[config.mk]
export PLATFORM = sky130hd
export DESIGN_NAME = mfs_supervisor
export DESIGN_NICKNAME = d
export VERILOG_FILES = /design/src/mfs_pkg.sv /design/src/mfs_supervisor.sv /design/src/mfs_blinker.sv
export SDC_FILE = /design/constraint.sdc
export NUM_CORES = 1
export LEC_CHECK = 0
export BUFFER_PORTS_ARGS = -buffer_cell sky130_fd_sc_hd__buf_2
export CORE_MARGIN = 4
export CORE_UTILIZATION = 56
export CTS_BUF_LIST = sky130_fd_sc_hd__clkbuf_16
export CTS_CLUSTER_DIAMETER = 100
export DETAILED_ROUTE_END_ITERATION = 10
export GPL_ROUTABILITY_DRIVEN = 0
export MAX_ROUTING_LAYER = met4
export PLACE_DENSITY = 0.79
export SLEW_MARGIN = 20
export SYNTH_ARGS = -nofsm -noshare
export SYNTH_HDL_FRONTEND = slang
export SYNTH_SLANG_ARGS = --single-unit
[constraint.sdc]
create_clock -name core_clk -period 2.9 [get_ports core_clk]
set_input_delay 0.29 -clock core_clk [delete_from_list [all_inputs] [get_ports core_clk]]
set_output_delay 0.29 -clock core_clk [all_outputs]
set_load 0.05 [all_outputs]
[src/mfs_pkg.sv]
package mfs_pkg;

	// ----------------------------------------
	// clock and timing
	// ----------------------------------------
	localparam int CLK_HZ = 125_000_000;
	localparam int CLK_PER_MS = CLK_HZ / 1000;
	// zero-point reading must stay bad this long before the fault latches
	localparam int OFFSET_TIME_MS = 64;
	localparam int OFFSET_CYC = OFFSET_TIME_MS * CLK_PER_MS;
	// indicator blink timing
	localparam int BLINK_ON_MS = 250;
	localparam int BLINK_OFF_MS = 250;
	localparam int BLINK_PAUSE_MS = 1000;
	localparam int BLINK_ON_CYC = BLINK_ON_MS * CLK_PER_MS;
	localparam int BLINK_OFF_CYC = BLINK_OFF_MS * CLK_PER_MS;
	localparam int BLINK_PAUSE_CYC = BLINK_PAUSE_MS * CLK_PER_MS;

	// ----------------------------------------
	// fault slots, lowest number has highest priority
	// ----------------------------------------
	localparam int NFLT = 7;
	localparam int FLT_ENC = 0;
	localparam int FLT_STALL = 1;
	localparam int FLT_OPEN = 2;
	localparam int FLT_OC = 3;
	localparam int FLT_SENSE = 4;
	localparam int FLT_LIFT = 5;
	localparam int FLT_BRAKE = 6;

	// bus fault indices
	localparam logic [15:0] IDX_ENC = 16'h2230;
	localparam logic [15:0] IDX_STALL = 16'h2231;
	localparam logic [15:0] IDX_OPEN = 16'h2240;
	localparam logic [15:0] IDX_OC = 16'h2241;
	localparam logic [15:0] IDX_SENSE = 16'h2832;
	localparam logic [15:0] IDX_LIFT = 16'h2232;
	localparam logic [15:0] IDX_BRAKE = 16'h2320;

	// flash code digits
	localparam logic [3:0] DIG_2 = 4'h2;
	localparam logic [3:0] DIG_3 = 4'h3;
	localparam logic [3:0] DIG_4 = 4'h4;
	localparam logic [3:0] DIG_5 = 4'h5;
	localparam logic [3:0] DIG_6 = 4'h6;
	localparam logic [3:0] DIG_7 = 4'h7;
	localparam logic [3:0] DIG_1 = 4'h1;

	// fault types
	localparam logic [1:0] FT_1 = 2'h1;
	localparam logic [1:0] FT_2 = 2'h2;
	localparam logic [1:0] FT_3 = 2'h3;

	// ----------------------------------------
	// register map
	// ----------------------------------------
	localparam int AW = 8;
	localparam logic [AW-1:0] REG_FAULT = 8'h00;
	localparam logic [AW-1:0] REG_REPORT = 8'h04;
	localparam logic [AW-1:0] REG_IRQ_STS = 8'h08;
	localparam logic [AW-1:0] REG_IRQ_CLR = 8'h0C;
	localparam logic [AW-1:0] REG_IRQ_EN = 8'h10;
	localparam logic [AW-1:0] REG_CTRL = 8'h14;
	localparam logic CTRL_IND_EN_RST = 1'h1;
	localparam logic [NFLT-1:0] IRQ_EN_RST = 7'h00;

	// ----------------------------------------
	// carriers
	// ----------------------------------------
	typedef struct packed {
		logic lift;
		logic interlock;
		logic throttle;
		logic brake;
		logic contactor;
		logic bridge;
	} mfs_act_s;

	localparam mfs_act_s ACT_NONE = 6'h00;
	localparam mfs_act_s ACT_MOTOR = 6'h1F;
	localparam mfs_act_s ACT_BRAKE = 6'h0C;
	localparam mfs_act_s ACT_LIFT = 6'h20;

	typedef struct packed {
		logic [3:0] flash_hi;
		logic [3:0] flash_lo;
		logic [1:0] ftype;
		logic [15:0] index;
	} mfs_rep_s;

	localparam mfs_rep_s REP_NONE = 26'h0000000;

	typedef struct packed {
		logic encoder_fail;
		logic stall;
		logic [2:0] phase_open;
		logic motor_oc;
		logic offset_bad;
		logic lift_active;
		logic lift_expired;
		logic brake_open;
		logic brake_short;
		logic brake_oc;
	} mfs_det_s;

	typedef enum logic [3:0] {
		BL_IDLE = 4'h1,
		BL_ON = 4'h2,
		BL_OFF = 4'h4,
		BL_GAP = 4'h8
	} mfs_blink_e;

endpackage

[src/mfs_supervisor.sv]
`timescale 1ns/1ps
// Summary of operation
// - no encoder movement latches stall fault 2,3 index 2231, five motor shutdowns
// - any open phase latches fault 2,4 index 2240, five motor shutdowns until power cycle
// - motor overcurrent latches type 2 fault 2,5 index 2241, variant option only
// - offset out of range 64 ms continuously latches fault 2,6 index 2832
// - open brake driver latches type 1 fault 3,1 index 2320, brake and throttle
// - shorted brake driver records the same fault as type 2
// - brake driver overcurrent records the same fault as type 3
// - encoder phase failure latches fault 2,3 index 2230, five motor shutdowns
module mfs_supervisor import mfs_pkg::*; #(
	parameter int OFFSET_CYCLES = OFFSET_CYC,
	parameter int ON_CYCLES = BLINK_ON_CYC,
	parameter int OFF_CYCLES = BLINK_OFF_CYC,
	parameter int PAUSE_CYCLES = BLINK_PAUSE_CYC,
	parameter bit OVERCURRENT_PRESENT = 1'b1
) (
	// clock and reset (reset follows the keyswitch)
	input wire logic core_clk,
	input wire logic rst,
	// register port
	input wire logic [AW-1:0] addr,
	input wire logic [31:0] wr_data,
	input wire logic wr_en,
	input wire logic rd_en,
	output logic [31:0] rd_data,
	// detection flags from the analog side
	input wire mfs_det_s det,
	// shutdown actions
	output mfs_act_s act,
	// fault report
	output logic fault_active,
	output mfs_rep_s report,
	// status indicator and interrupt
	output logic status_led,
	output logic irq
);

	// ----------------------------------------
	// elaboration checks
	// ----------------------------------------
	// a zero count would wrap the window end to all ones, so the offset fault would almost never latch
	generate
		if (OFFSET_CYCLES < 1) begin : g_bad_offset
			$error("offset qualification must be at least one cycle");
		end
		// the blinker timers load count minus one, so zero would wrap
		if (ON_CYCLES < 1 || OFF_CYCLES < 1 || PAUSE_CYCLES < 1) begin : g_bad_blink
			$error("blink timings must be at least one cycle");
		end
		// every slot must fit the low bits of one register word
		if (NFLT > 32) begin : g_bad_slots
			$error("fault slots do not fit a register word");
		end
	endgenerate

	// ----------------------------------------
	// state
	// ----------------------------------------
	typedef struct packed {
		mfs_det_s s1;
		mfs_det_s s2;
		logic [NFLT-1:0] latched;
		// registered copy of the any-fault summary, so the output is a flop
		logic fault;
		logic [1:0] brake_type;
		logic [31:0] off_cnt;
		logic [NFLT-1:0] irq_sts;
		logic [NFLT-1:0] irq_en;
		logic ind_en;
		logic [31:0] rd_data;
		mfs_act_s act;
		mfs_rep_s rep;
		logic irq;
	} mfs_st_s;

	mfs_st_s st_reg;
	mfs_st_s st_next;
	mfs_det_s d;
	logic [NFLT-1:0] cond;
	logic [NFLT-1:0] clr_mask;
	logic [31:0] off_last;

	// synchronised view of the pins
	assign d = st_reg.s2;
	assign off_last = 32'(OFFSET_CYCLES - 1);

	// ----------------------------------------
	// per-fault decoding
	// ----------------------------------------
	// shutdown set requested by one fault slot
	function automatic mfs_act_s fault_act(input int i);
		case (i)
			FLT_ENC: fault_act = ACT_MOTOR;
			FLT_STALL: fault_act = ACT_MOTOR;
			FLT_OPEN: fault_act = ACT_MOTOR;
			FLT_OC: fault_act = ACT_MOTOR;
			FLT_SENSE: fault_act = ACT_MOTOR;
			FLT_LIFT: fault_act = ACT_LIFT;
			FLT_BRAKE: fault_act = ACT_BRAKE;
			default: fault_act = ACT_NONE;
		endcase
	endfunction

	// flash code, type and index reported for one fault slot
	function automatic mfs_rep_s fault_rep(input int i, input logic [1:0] btype);
		case (i)
			FLT_ENC: fault_rep = '{DIG_2, DIG_3, FT_1, IDX_ENC};
			FLT_STALL: fault_rep = '{DIG_2, DIG_3, FT_1, IDX_STALL};
			FLT_OPEN: fault_rep = '{DIG_2, DIG_4, FT_1, IDX_OPEN};
			FLT_OC: fault_rep = '{DIG_2, DIG_5, FT_2, IDX_OC};
			FLT_SENSE: fault_rep = '{DIG_2, DIG_6, FT_1, IDX_SENSE};
			FLT_LIFT: fault_rep = '{DIG_2, DIG_7, FT_1, IDX_LIFT};
			FLT_BRAKE: fault_rep = '{DIG_3, DIG_1, btype, IDX_BRAKE};
			default: fault_rep = REP_NONE;
		endcase
	endfunction

	// ----------------------------------------
	// set conditions
	// ----------------------------------------
	always_comb begin
		cond = '0;
		cond[FLT_ENC] = d.encoder_fail;
		cond[FLT_STALL] = d.stall;
		cond[FLT_OPEN] = |d.phase_open;
		cond[FLT_OC] = d.motor_oc & OVERCURRENT_PRESENT;
		// only a reading bad for the whole window counts, glitches restart it
		cond[FLT_SENSE] = d.offset_bad && (st_reg.off_cnt == off_last);
		cond[FLT_LIFT] = d.lift_active & d.lift_expired;
		cond[FLT_BRAKE] = d.brake_open | d.brake_short | d.brake_oc;
	end

	// software clear of interrupt bits
	assign clr_mask = (wr_en && addr == REG_IRQ_CLR) ? wr_data[NFLT-1:0] : '0;

	// ----------------------------------------
	// next-state logic
	// ----------------------------------------
	always_comb begin
		st_next = st_reg;
		st_next.s1 = det;
		st_next.s2 = st_reg.s1;

		// offset qualification counter, saturates at the window end
		if (!d.offset_bad) begin
			st_next.off_cnt = 32'h00000000;
		end else if (st_reg.off_cnt != off_last) begin
			st_next.off_cnt = st_reg.off_cnt + 32'h00000001;
		end

		// faults hold until reset, which only a keyswitch cycle gives
		st_next.latched = st_reg.latched | cond;
		// lift fault follows the lift input instead of latching
		st_next.latched[FLT_LIFT] = d.lift_active
			& (st_reg.latched[FLT_LIFT] | d.lift_expired);
		// summary flag follows the same edge as the slots themselves
		st_next.fault = |st_next.latched;

		// brake type is the first cause seen; open beats short beats overcurrent
		if (!st_reg.latched[FLT_BRAKE]) begin
			if (d.brake_open) begin
				st_next.brake_type = FT_1;
			end else if (d.brake_short) begin
				st_next.brake_type = FT_2;
			end else if (d.brake_oc) begin
				st_next.brake_type = FT_3;
			end
		end

		// actions are the OR over all active faults
		st_next.act = ACT_NONE;
		for (int i = 0; i < NFLT; i++) begin
			if (st_next.latched[i]) begin
				st_next.act = st_next.act | fault_act(i);
			end
		end

		// report walks down so the lowest slot wins
		st_next.rep = REP_NONE;
		for (int i = NFLT - 1; i >= 0; i--) begin
			if (st_next.latched[i]) begin
				st_next.rep = fault_rep(i, st_next.brake_type);
			end
		end

		// sticky interrupt bits, a new event wins over a clear in the same cycle
		// an event is a slot going active this cycle; computed here to avoid a false loop
		st_next.irq_sts = (st_reg.irq_sts & ~clr_mask)
			| (st_next.latched & ~st_reg.latched);
		st_next.irq = |(st_next.irq_sts & st_next.irq_en);

		// register writes
		if (wr_en) begin
			case (addr)
				REG_IRQ_EN: st_next.irq_en = wr_data[NFLT-1:0];
				REG_CTRL: st_next.ind_en = wr_data[0];
				default: st_next.irq_en = st_reg.irq_en;
			endcase
			st_next.irq = |(st_next.irq_sts & st_next.irq_en);
		end

		// register reads, data stands only in the following cycle
		st_next.rd_data = 32'h00000000;
		if (rd_en) begin
			case (addr)
				REG_FAULT: st_next.rd_data = 32'(st_reg.latched);
				REG_REPORT: st_next.rd_data = 32'(st_reg.rep);
				REG_IRQ_STS: st_next.rd_data = 32'(st_reg.irq_sts);
				REG_IRQ_EN: st_next.rd_data = 32'(st_reg.irq_en);
				REG_CTRL: st_next.rd_data = 32'(st_reg.ind_en);
				default: st_next.rd_data = 32'h00000000;
			endcase
		end
	end

	// ----------------------------------------
	// state register
	// ----------------------------------------
	always_ff @(posedge core_clk) begin
		if (rst) begin
			st_reg <= '{
				s1: '0,
				s2: '0,
				latched: '0,
				fault: 1'b0,
				brake_type: FT_1,
				off_cnt: 32'h00000000,
				irq_sts: '0,
				irq_en: IRQ_EN_RST,
				ind_en: CTRL_IND_EN_RST,
				rd_data: 32'h00000000,
				act: ACT_NONE,
				rep: REP_NONE,
				irq: 1'b0
			};
		end else begin
			st_reg <= st_next;
		end
	end

	// ----------------------------------------
	// indicator
	// ----------------------------------------
	// starts a burst only while a fault is held and software leaves it enabled; a burst under way runs out
	mfs_blinker #(
		.ON_CYCLES(ON_CYCLES),
		.OFF_CYCLES(OFF_CYCLES),
		.PAUSE_CYCLES(PAUSE_CYCLES)
	) u_blinker (
		.core_clk(core_clk),
		.rst(rst),
		.code_valid(st_reg.ind_en && st_reg.latched != '0),
		.digit_hi(st_reg.rep.flash_hi),
		.digit_lo(st_reg.rep.flash_lo),
		.led(status_led)
	);

	// outputs, all straight from the state register
	assign rd_data = st_reg.rd_data;
	assign act = st_reg.act;
	assign report = st_reg.rep;
	assign fault_active = st_reg.fault;
	assign irq = st_reg.irq;

endmodule

[src/mfs_blinker.sv]
`timescale 1ns/1ps
module mfs_blinker import mfs_pkg::*; #(
	parameter int ON_CYCLES = BLINK_ON_CYC,
	parameter int OFF_CYCLES = BLINK_OFF_CYC,
	parameter int PAUSE_CYCLES = BLINK_PAUSE_CYC
) (
	// clock and reset
	input wire logic core_clk,
	input wire logic rst,
	// code to show
	input wire logic code_valid,
	input wire logic [3:0] digit_hi,
	input wire logic [3:0] digit_lo,
	// indicator
	output logic led
);

	generate
		if (ON_CYCLES < 1 || OFF_CYCLES < 1 || PAUSE_CYCLES < 1) begin : g_bad
			$error("blink timings must be at least one cycle");
		end
	endgenerate

	typedef struct packed {
		mfs_blink_e state;
		logic [31:0] tmr;
		logic [3:0] cnt;
		logic second;
		logic led;
	} mfs_blink_st_s;

	mfs_blink_st_s st_reg;
	mfs_blink_st_s st_next;

	// burst of first digit, pause, burst of second digit, pause, repeat
	always_comb begin
		st_next = st_reg;
		if (st_reg.tmr != 32'h00000000) begin
			st_next.tmr = st_reg.tmr - 32'h00000001;
		end
		case (st_reg.state)
			BL_IDLE: begin
				st_next.led = 1'b0;
				if (code_valid && digit_hi != 4'h0) begin
					st_next.state = BL_ON;
					st_next.tmr = 32'(ON_CYCLES - 1);
					st_next.cnt = digit_hi;
					st_next.second = 1'b0;
					st_next.led = 1'b1;
				end
			end
			BL_ON: begin
				if (st_reg.tmr == 32'h00000000) begin
					st_next.state = BL_OFF;
					st_next.tmr = 32'(OFF_CYCLES - 1);
					st_next.cnt = st_reg.cnt - 4'h1;
					st_next.led = 1'b0;
				end
			end
			BL_OFF: begin
				if (st_reg.tmr == 32'h00000000) begin
					if (st_reg.cnt != 4'h0) begin
						st_next.state = BL_ON;
						st_next.tmr = 32'(ON_CYCLES - 1);
						st_next.led = 1'b1;
					end else begin
						st_next.state = BL_GAP;
						st_next.tmr = 32'(PAUSE_CYCLES - 1);
					end
				end
			end
			BL_GAP: begin
				// the code is re-read here, so a new top fault shows on the next burst
				if (st_reg.tmr == 32'h00000000) begin
					if (!st_reg.second && code_valid && digit_lo != 4'h0) begin
						st_next.state = BL_ON;
						st_next.tmr = 32'(ON_CYCLES - 1);
						st_next.cnt = digit_lo;
						st_next.second = 1'b1;
						st_next.led = 1'b1;
					end else begin
						st_next.state = BL_IDLE;
					end
				end
			end
			default: begin
				st_next.state = BL_IDLE;
				st_next.led = 1'b0;
			end
		endcase
	end

	// state register
	always_ff @(posedge core_clk) begin
		if (rst) begin
			st_reg <= '{state: BL_IDLE, tmr: 32'h00000000, cnt: 4'h0, second: 1'b0, led: 1'b0};
		end else begin
			st_reg <= st_next;
		end
	end

	assign led = st_reg.led;

endmodule

-- Word level (Yosys, flattened, before mapping)
Index checks and enable logic that the tools add are counted.
- flip-flop bits (word level): 188
- latch bits: 0
- RAM bits: 0
- memory bits (read-only): 0
- input bits: 56
- output and inout port bits: 67
- logic and storage cells: 170
- memories: 0
- add/sub/neg operators: 3
- $mul: 0
- div/mod/pow operators: 0
- $lt $le $gt $ge: 0
- eq/ne operators: 17
- shift-type cells: 0
- mux-type cells: 45
- bitwise gates (word level): 21
- reductions and logical operators: 32
- operators by type and width (operator ; number):
    2-to-1 mux 24 bit ; 7
    one-hot mux 26 bit (5 select lines) ; 1
    one-hot mux 32 bit (4 select lines) ; 1
    2-to-1 mux 42 bit ; 2
    2-to-1 mux 36 bit ; 2
    2-to-1 mux 6 bit ; 12
    2-to-1 mux 40 bit ; 1
    2-to-1 mux 38 bit ; 1
    OR 6 bit ; 6
    adder 32 x 1 -> 32 bit, second input constant ; 1
    == test 32 x 23 -> 1 bit, second input constant ; 1
    zero test 32 bit ; 1
    2-to-1 mux 32 bit ; 1
    inequality test 32 x 23 -> 1 bit, second input constant ; 1
    nonzero test 32 bit ; 1
    subtractor 32 x 1 -> 32 bit, second input constant ; 1
    AND 7 bit ; 4
    OR reduction 7 bit ; 4
    2-to-1 mux 7 bit ; 3
    == test 8 x 4 -> 1 bit, second input constant ; 2
    == test 8 x 5 -> 1 bit, second input constant ; 2
    one-hot mux 4 bit (4 select lines) ; 1
    NOT 7 bit ; 2
    OR 7 bit ; 2
    30 further kinds ; 58

-- Longest topological paths before layout
Gate-level depths: netlist of run 1.
- word-level depth: 16
- depth in mapped cells: 12
- gate-level depth less buffers: 12

-- By module
Synthesis of run 1 repeated with hierarchy kept, for this count alone.
- cell total of the unflattened synthesis: 855
- area total of the unflattened synthesis: 7393.3 µm²
- modules (own cells, without submodules) (module ; instances ; cells an instance ; area each (µm²) ; seq. area each (µm²)):
    mfs_supervisor ; 1 ; 551 ; 4978.5 ; 2262.2
    mfs_blinker ; 1 ; 304 ; 2414.8 ; 840.8

-- Worst setup path before layout of run 1
Ideal clock, no wire load.
- path type: register to register
- from: register u_blinker.st_reg[26] (netlist name)
- to: register u_blinker.st_reg[6] (netlist name)
- setup time: 0.074 ns
- arrival time: 2.222 ns
- required time: 2.826 ns
- setup slack: 0.604 ns
- stages on the path, launching flop included: 12
- buffers on the path: 1
- period minus slack after synthesis: 2.296 ns
- cells stage by stage: dfxtp_1 buf_6 nor4_4 nand4_1 or3_1 ha_1 nor2b_1 a21boi_0 o22ai_1 o21ai_0 o21ai_0 a31oi_1
- longest elaborated chain between the ends: 5
- elaborated cells on any way between the ends: 9
- classes of those cells: mux: 7; reduce/logical: 2
- ends and longest elaborated chain (item ; line ; text):
    from (decl) ; mfs_blinker.sv:32 ; mfs_blink_st_s st_reg;
    from (signal assigned) ; mfs_blinker.sv:96 ; st_reg <= '{state: BL_IDLE, tmr: 32'h00000000, cnt: 4'h0, second: 1'b0, led: 1'b0};
    from (signal assigned) ; mfs_blinker.sv:98 ; st_reg <= st_next;
    nonzero test 32 bit ; mfs_blinker.sv:38 ; if (st_reg.tmr != 32'h00000000) begin
    2-to-1 mux 32 bit ; mfs_blinker.sv:38 ;
    2-to-1 mux 38 bit ; mfs_blinker.sv:75 ; if (!st_reg.second && code_valid && digit_lo != 4'h0) begin
    2-to-1 mux 42 bit ; mfs_blinker.sv:74 ; if (st_reg.tmr == 32'h00000000) begin
    one-hot mux 32 bit (4 select lines) * ; mfs_blinker.sv:41 ; case (st_reg.state)
Mark *: on every way between the ends. The rest lies on a longest branch, timed or not. The select of a mux whose other input is x is not followed.
A chain may end at the register's enable or synchronous reset.

-- Worst setup path after layout of run 1
- from: register u_blinker.st_reg[33] (netlist name)
- to: register u_blinker.st_reg[6] (netlist name)
Same word-level chain as after synthesis.

==> impl_summary.md, run 1 <==
Synth
The proportion of synthesized chip area in sequential cells is 0.422. The number of flops mapped to enable cells by yosys is 0. The most used flip-flop cell after synthesis is dfxtp_1. The synthesized instance count is 850. The share of flip-flops with an asynchronous set or reset after synthesis is 0. The synthesized area divided by synthesized cell count is between 8 and 9 um2. The warning count from the yosys run is 0. The register bit count reported by yosys is between 150 and 200. The number of distinct library cells after synthesis is 63. In this run the cell area of the synthesized design comes to 7350 um2.

Finish
The most common cell after layout, fill and taps aside is dfxtp_1. The area used by multi-input combinational logic is about 3700 um2. The final net count is slightly below 1000. The footprint of the flip-flops and latches is 3100 um2.

The area growth from synthesis to layout is 11.7%. The number of fill cells is about 1100. The top cell types in the final layout, fill and taps aside, are 155 x dfxtp_1, 103 x nor2_1, 73 x buf_2. The final non-filler cell total is between 1000 and 1500. Of the cells placed in the final design, the portion with a size suffix greater than 1 is 0.166.

The register with the most flip-flops in the layout has 56 of them.

Run
The number of max-capacitance violations reported is 0.

GRT
Summed over all layers, the global routing overflow is 0. The number of global-route vias before repair is around 5600. For this run, the total global-route usage over all layers was measured as 0.232.

The initial antenna violation count is 1. The first global-routing pass estimated between 20000 and 30000 um of wire. Entering global routing, the biggest net connects 37 pins.

Critical path
The critical path is of the flip-flop to flip-flop type. The worst setup path is captured at a flip-flop. The worst endpoint data arrival time is approximately 2900 ps. STA classifies the critical path startpoint as a flip-flop.

Of all nets on the critical path, the largest fanout is 4. The data required time at the worst endpoint is 3250 ps.

Floorplanning
The area of the die is about 15000 um2. The initialized floorplan defines slightly above 40 standard-cell rows. The floorplan step defined a core boundary enclosing 12700 um2. The die extent in y is between 100 and 150 um. The starting density of the core is 0.578. The number of ports placed on the die boundary is roughly 120. The die boundary width is between 100 and 150 um.

CTS
Once the clock tree was built, the resizer swapped 0 gates to a different size. The number of setup buffers added after CTS is 0. The buffer cell driving the clock tree root is clkbuf_16. No sink is reached through more buffers than the 2 on the longest clock path.

The post-cts hold buffer count is 0. TritonCTS built the clock tree. Clock-pin slew was measured on the worst setup and hold paths at 70 ps. The later-pin clock latency in the skew report is 430 ps. The number of CTS-inserted buffers is 17.

CTS saw roughly 160 sinks. In this run the number of H-tree levels came out at 4.

Timing
The aggregate negative setup slack is 0 ps. Setup repair after global routing left no endpoint under its margin. In this run the tightest slew margin relative to its limit is 0.490.

Final hold analysis gives a worst-case slack of 72.1 ps. The max-slew violation count is 0. The count of endpoints failing hold in the final timing report was 0. Static timing analysis puts the maximum clock frequency at approximately 400 MHz. For the finished layout, the period the worst path requires is about 2600 ps. The number of setup violations in the final report is 0. For the pin with the worst max-slew slack, the measured transition is between 700 and 800 ps. The setup skew after layout is 8.33 ps.

The post-route clock period utilization is 0.888.

Placed design
Summed over all nets, the half-perimeter wirelength after detailed placement is 11600 um. The cell count after placement is 1053. The count of buffers added on input and output ports is 73.

Detailed routing
The count of TritonRoute iterations in the first routing pass is 7. In this run, the number of DRC markers left after iteration 0 of detailed routing was ~740. In the routed layout, each cell is associated on average with a via count of between 5 and 6.

After detailed routing, the average wire length per cell comes to approximately 15 um. The routed wire length is 16600 um. For this run, design rule violations remaining after detail routing come to 0. The remaining number of nets flagged by the antenna check after routing is 0.

The detailed-route via count is a little over 6000.

Hold path
The kind of path behind the tightest hold check is input port to flip-flop.

Power and ir drop
The leakage power is around 0.0032 uW. The maximum vdd drop is approximately 0.46 mV. The total power density per cell area is roughly 760 nW/um2.

Status
The flow ran to the end, and the final reports show no timing, DRC or antenna violations.
[cell type report]
cell class	count	area share
Antenna cell	1	0.000305
Clock buffer	17	0.0518
Clock inverter	15	0.0190
Inverter	14	0.00640
Multi-Input combinational cell	611	0.448
Sequential cell	155	0.378
Tap cell	172	0.0262
Timing Repair Buffer	101	0.0701
[layer usage]
metal | wire length (um) | track usage | part of all wire | vias to the layer above
met5 | 0 | - | 0 | -
met4 | 262 | 0.0763 | 0.016 | 0
met3 | 988 | 0.0571 | 0.060 | 25
met2 | 7780 | 0.355 | 0.47 | 238
met1 | 7560 | 0.301 | 0.46 | 2867
li1 | - | - | - | 3039
[power breakdown]
| part | internal, uW | leakage, uW | switching (uW) |
|---|---|---|---|
| Combinational | 584 | 0.00162 | 977 |
| Clock | 1220 | 0.000282 | 956 |
| Sequential | 2320 | 0.00127 | 220 |
[cell usage after synthesis, drive strengths merged (6+ instances only)]
cell      n  share of area
nor3     40          0.028
nand4    12          0.010
a31oi    11         0.0094
xor2     21          0.025
or3       8         0.0068
xnor2    29          0.035
or4       7         0.0071
mux2i    17          0.023
nor2    103          0.053
buf      69          0.070
a21oi    48          0.033
nor4     26          0.030
nor2b    34          0.029
and3     13          0.011
nand2b   11         0.0094
inv      14         0.0071
clkbuf   24          0.012
o21ai    32          0.022
and4      7         0.0083
nor4b     6         0.0080
a22oi     8         0.0082
or2       6         0.0051
nand2    44          0.023
nand3    31          0.021
dfxtp   155           0.42
[worst paths after layout]
check        cells past startpoint  slack (ps)                       startpoint                              to
max                             10         330  u_blinker.st_reg[33]$_SDFF_PP0_  u_blinker.st_reg[6]$_SDFF_PP0_
min reg2reg                      1         440          st_next[122]$_SDFF_PP0_                 d[0]$_SDFF_PP0_
max reg2reg                     10         330  u_blinker.st_reg[33]$_SDFF_PP0_  u_blinker.st_reg[6]$_SDFF_PP0_
min                              2          70                           det[0]         st_next[122]$_SDFF_PP0_
[logic make-up (layout without fill, tap and decap cells)]
group | Yosys count | after routing | synth area share
compound gates | 151 | 151 | 0.130
xor+xnor | 50 | 50 | 0.0596
fa+ha+maj | 5 | 5 | 0.00851
buf+inv | 107 | 147 | 0.0892
flops | 155 | 155 | 0.422
mux | 18 | 18 | 0.0247
other cells | 1 | 25 | 0.000510
simple gates | 363 | 363 | 0.265
[through the flow]
stage,worst slack [ps],power (uW),utilization,area (um2)
floorplan,604,3800,-,7440
global placement,434,4080,0.599,7630
detailed placement,372,4110,0.599,7630
CTS,347,6280,0.645,8210
global route,98.2,6580,0.645,8210
finish,326,6280,0.645,8210
[worst max-delay path, cell delays in order (launching register included)]
cell and delay, ps:
dfxtp_1 350, nor4_2 440, nand4_1 230, or3_1 440, ha_1 210, nor2b_1 130, a21boi_0 200, o22ai_1 100
o21ai_0 130, o21ai_0 100, a31oi_1 150
Power figures use the tool's default switching activity.
==> run 2: changes to the inputs <==
--- a/config.mk
+++ b/config.mk
@@ -6,14 +6,16 @@
 export NUM_CORES = 1
 export LEC_CHECK = 0
 export BUFFER_PORTS_ARGS = -buffer_cell sky130_fd_sc_hd__buf_2
+export CELL_PAD_IN_SITES_DETAIL_PLACEMENT = 0
+export CELL_PAD_IN_SITES_GLOBAL_PLACEMENT = 1
 export CORE_MARGIN = 4
-export CORE_UTILIZATION = 56
+export CORE_UTILIZATION = 42
 export CTS_BUF_LIST = sky130_fd_sc_hd__clkbuf_16
 export CTS_CLUSTER_DIAMETER = 100
 export DETAILED_ROUTE_END_ITERATION = 10
 export GPL_ROUTABILITY_DRIVEN = 0
 export MAX_ROUTING_LAYER = met4
-export PLACE_DENSITY = 0.79
+export PLACE_DENSITY_LB_ADDON = 0.1
 export SLEW_MARGIN = 20
 export SYNTH_ARGS = -nofsm -noshare
 export SYNTH_HDL_FRONTEND = slang
==> run 2 against run 1 <==
  * Die area up 31%
  * Sequential share of layout area fell by 0.22 points
  * Clock skew grew 1.2 ps
  * Worst hold slack worse by 1.0 ps
  * Critical path type unchanged
  * Critical endpoint unchanged
==> impl_summary.md, run 2 (synthesized netlist as in run 1, its figures left out) <==
GRT
The busiest layer in global routing is met2. The global-route wire length before repair is a little under 30000 um. The largest net degree at the start of global routing is 55.

The total overflow left after global routing is 0. The overall global routing resource usage is 0.186. The global-route met3 utilization is 0.0430. In the global route stage, met1 resource usage came out at 0.237. For met2 alone, demand over resource in global routing was 0.294.

The initial antenna violation count is 0. The number of global-route vias before repair is 5805.

Power and ir drop
Summed over all cells, the static leakage comes to about 0.0032 uW. Of the total power, the share spent switching nets is 0.346. Summed over all nets, the switching power comes to ~2200 uW. The proportion of power drawn by combinational gates is 0.247. Internal power comes to 4110 uW. IR analysis of the VDD net gives a maximum drop of 0.422 mV. The power consumption is about 6300 uW.

In this run the power density over the cells is ~760 nW/um2. Of the total power, registers draw 0.404. Of the total power, the clock network draws 0.348.

Detailed routing
Wires add up to approximately 18000 um. After detailed routing, the number of remaining DRC violations is 0. The count of TritonRoute iterations in the first routing pass is 6. The remaining number of nets flagged by the antenna check after routing is 0. Dividing the detail-routed wire length by the instance count gives ~16 um.

The via density per instance is 5.27. Across all layers, the routed design uses ~6000 vias. The number of DRC markers after the initial detailed-route iteration is about 420.

Floorplanning
The area of the die is just under 20000 um2. For this design the top-level I/O count stands at about 120. The core area is about 17000 um2. The initial utilization of the core area, before any placement, comes to 0.427. The number of cell rows is 48. In this run the vertical extent of the chip is 140 um. The die is approximately 140 um wide.

Run
The number of max-capacitance violations reported is 0.

CTS
Once the clock tree was built, the setup fixing pass inserted 0 buffers. The post-CTS clock slew at the launch and capture registers of the worst setup and hold paths is 70 ps. The depth of the CTS H-tree is 4. The cell sitting at the root of the clock tree is a clkbuf_16. In this run the deepest clock path goes through 2 buffers. Buffers inserted during clock tree synthesis total 17. The post-cts hold buffer count is 0. The clock tree from TritonCTS is done. The later-pin clock latency in the skew report is approximately 420 ps. Once the clock tree was built, the resizer swapped 0 gates to a different size. The clock drives about 160 sinks.

Critical path
In this run the critical register-to-register path is launched from u_blinker.st_reg[30]$_SDFF_PP0_. The setup path with the least slack is of type flip-flop to flip-flop. The worst setup path is captured at a flip-flop.

For the worst setup path, the data arrival time is 2930 ps. Data on the critical path is required at its endpoint by about 3300 ps. The startpoint of the worst setup timing path is u_blinker.st_reg[30]$_SDFF_PP0_. The worst setup path is launched from a flip-flop. Of all nets on the critical path, the largest fanout is 4.

Finish
The register with the most flip-flops in the layout has 56 of them. The library cells used most frequently in the layout, excluding fill and tap cells, are 155 x dfxtp_1, 103 x nor2_1, 73 x buf_2. The share of the core filled with cells is 0.479. Relative to the synthesized area, the layout overhead comes to 12.3%. The number of antenna diodes in the final layout is 0. The proportion of layout cells with a drive suffix above 1 is 0.165.

The most common cell after layout, fill and taps aside is dfxtp_1. After the last flow step, the layout net total stands at 960.

Timing
Of the available clock period, the critical path in the final layout requires 0.891. The max-slew violation count is 0. The minimum clock period after layout is between 2000 and 3000 ps. The count of endpoints failing hold in the final timing report is 0. Adding up every negative setup slack in the final design gives 0 ps. The number of setup violations in the final report is 0. Setup repair after global routing left no endpoint under its margin.

The worst pin sits at a relative slew slack of 0.467. Static timing analysis puts the maximum clock frequency at between 300 and 400 MHz. The worst path meets setup with about 320 ps of slack. The slew at the pin with the worst max-slew slack is a little under 800 ps. On the final layout, the worst hold slack is about 70 ps. On the final layout, the worst clock skew is about 9.5 ps.

Placed design
The final HPWL from detailed placement is around 13000 um. Prior to clock tree synthesis, the placed netlist has a worst setup slack of ~310 ps. The count of buffers inserted at the top-level ports is 73.

Hold path
In this run the worst hold path is classified as input port to flip-flop. The startpoint identified for the worst hold timing path is det[4].

Status
The run finished with clean final reports.
[run 2: power groups by stage]
stage                     Combinational, uW  Clock [uW]  Sequential (uW)
after CTS                              1550        2240             2540
after floorplan                        1260           0             2540
after detailed placement               1540           0             2580
final                                  1550        2190             2540
after global placement                 1530           0             2570
after global routing                   1720        2330             2570
[run 2: layout make-up]
cell class | count | area, um2
multi-input combinational | 611 | 3680
sequential | 155 | 3100
tap | 225 | 282
clock inverter | 14 | 148
timing repair buffer | 100 | 568
inverter | 14 | 52.6
clock buffer | 17 | 425
fill | 1662 | 8980
[run 2: critical path, stage by stage (launching register included)]
cell and delay, ps:
dfxtp_1 340, nor3_1 430, nand4_1 270, or3_1 450, ha_1 210, nor2b_1 130
a21boi_0 160, o22ai_1 90, o21ai_0 160, o21ai_0 110, a31oi_1 160
[run 2: path summary, 6_finish.rpt]
path | to | depth (start not counted) | slack (ps)
min reg2reg | d[8]$_SDFF_PP0_ | 1 | 440
max reg2reg | u_blinker.st_reg[6]$_SDFF_PP0_ | 10 | 320
min | st_next[126]$_SDFF_PP0_ | 2 | 70
max | u_blinker.st_reg[6]$_SDFF_PP0_ | 10 | 320
[run 2: stage by stage]
| step | cells | cell area [um2] |
|---|---|---|
| 2_1_floorplan | 873 | 7440 |
| 3_3_place_gp | 1105 | 7680 |
| 3_5_place_dp | 1105 | 7680 |
| 4_1_cts | 1136 | 8260 |
| 5_1_grt | 1136 | 8260 |
| 6_report | 1136 | 8260 |
[run 2: routing by layer]
metal / vias up / share of wire / routed length (um)
met5: - / 0 / 0
met4: 0 / 0.019 / 328
met3: 30 / 0.042 / 744
met2: 143 / 0.47 / 8300
met1: 2791 / 0.47 / 8350
li1: 3028 / - / -
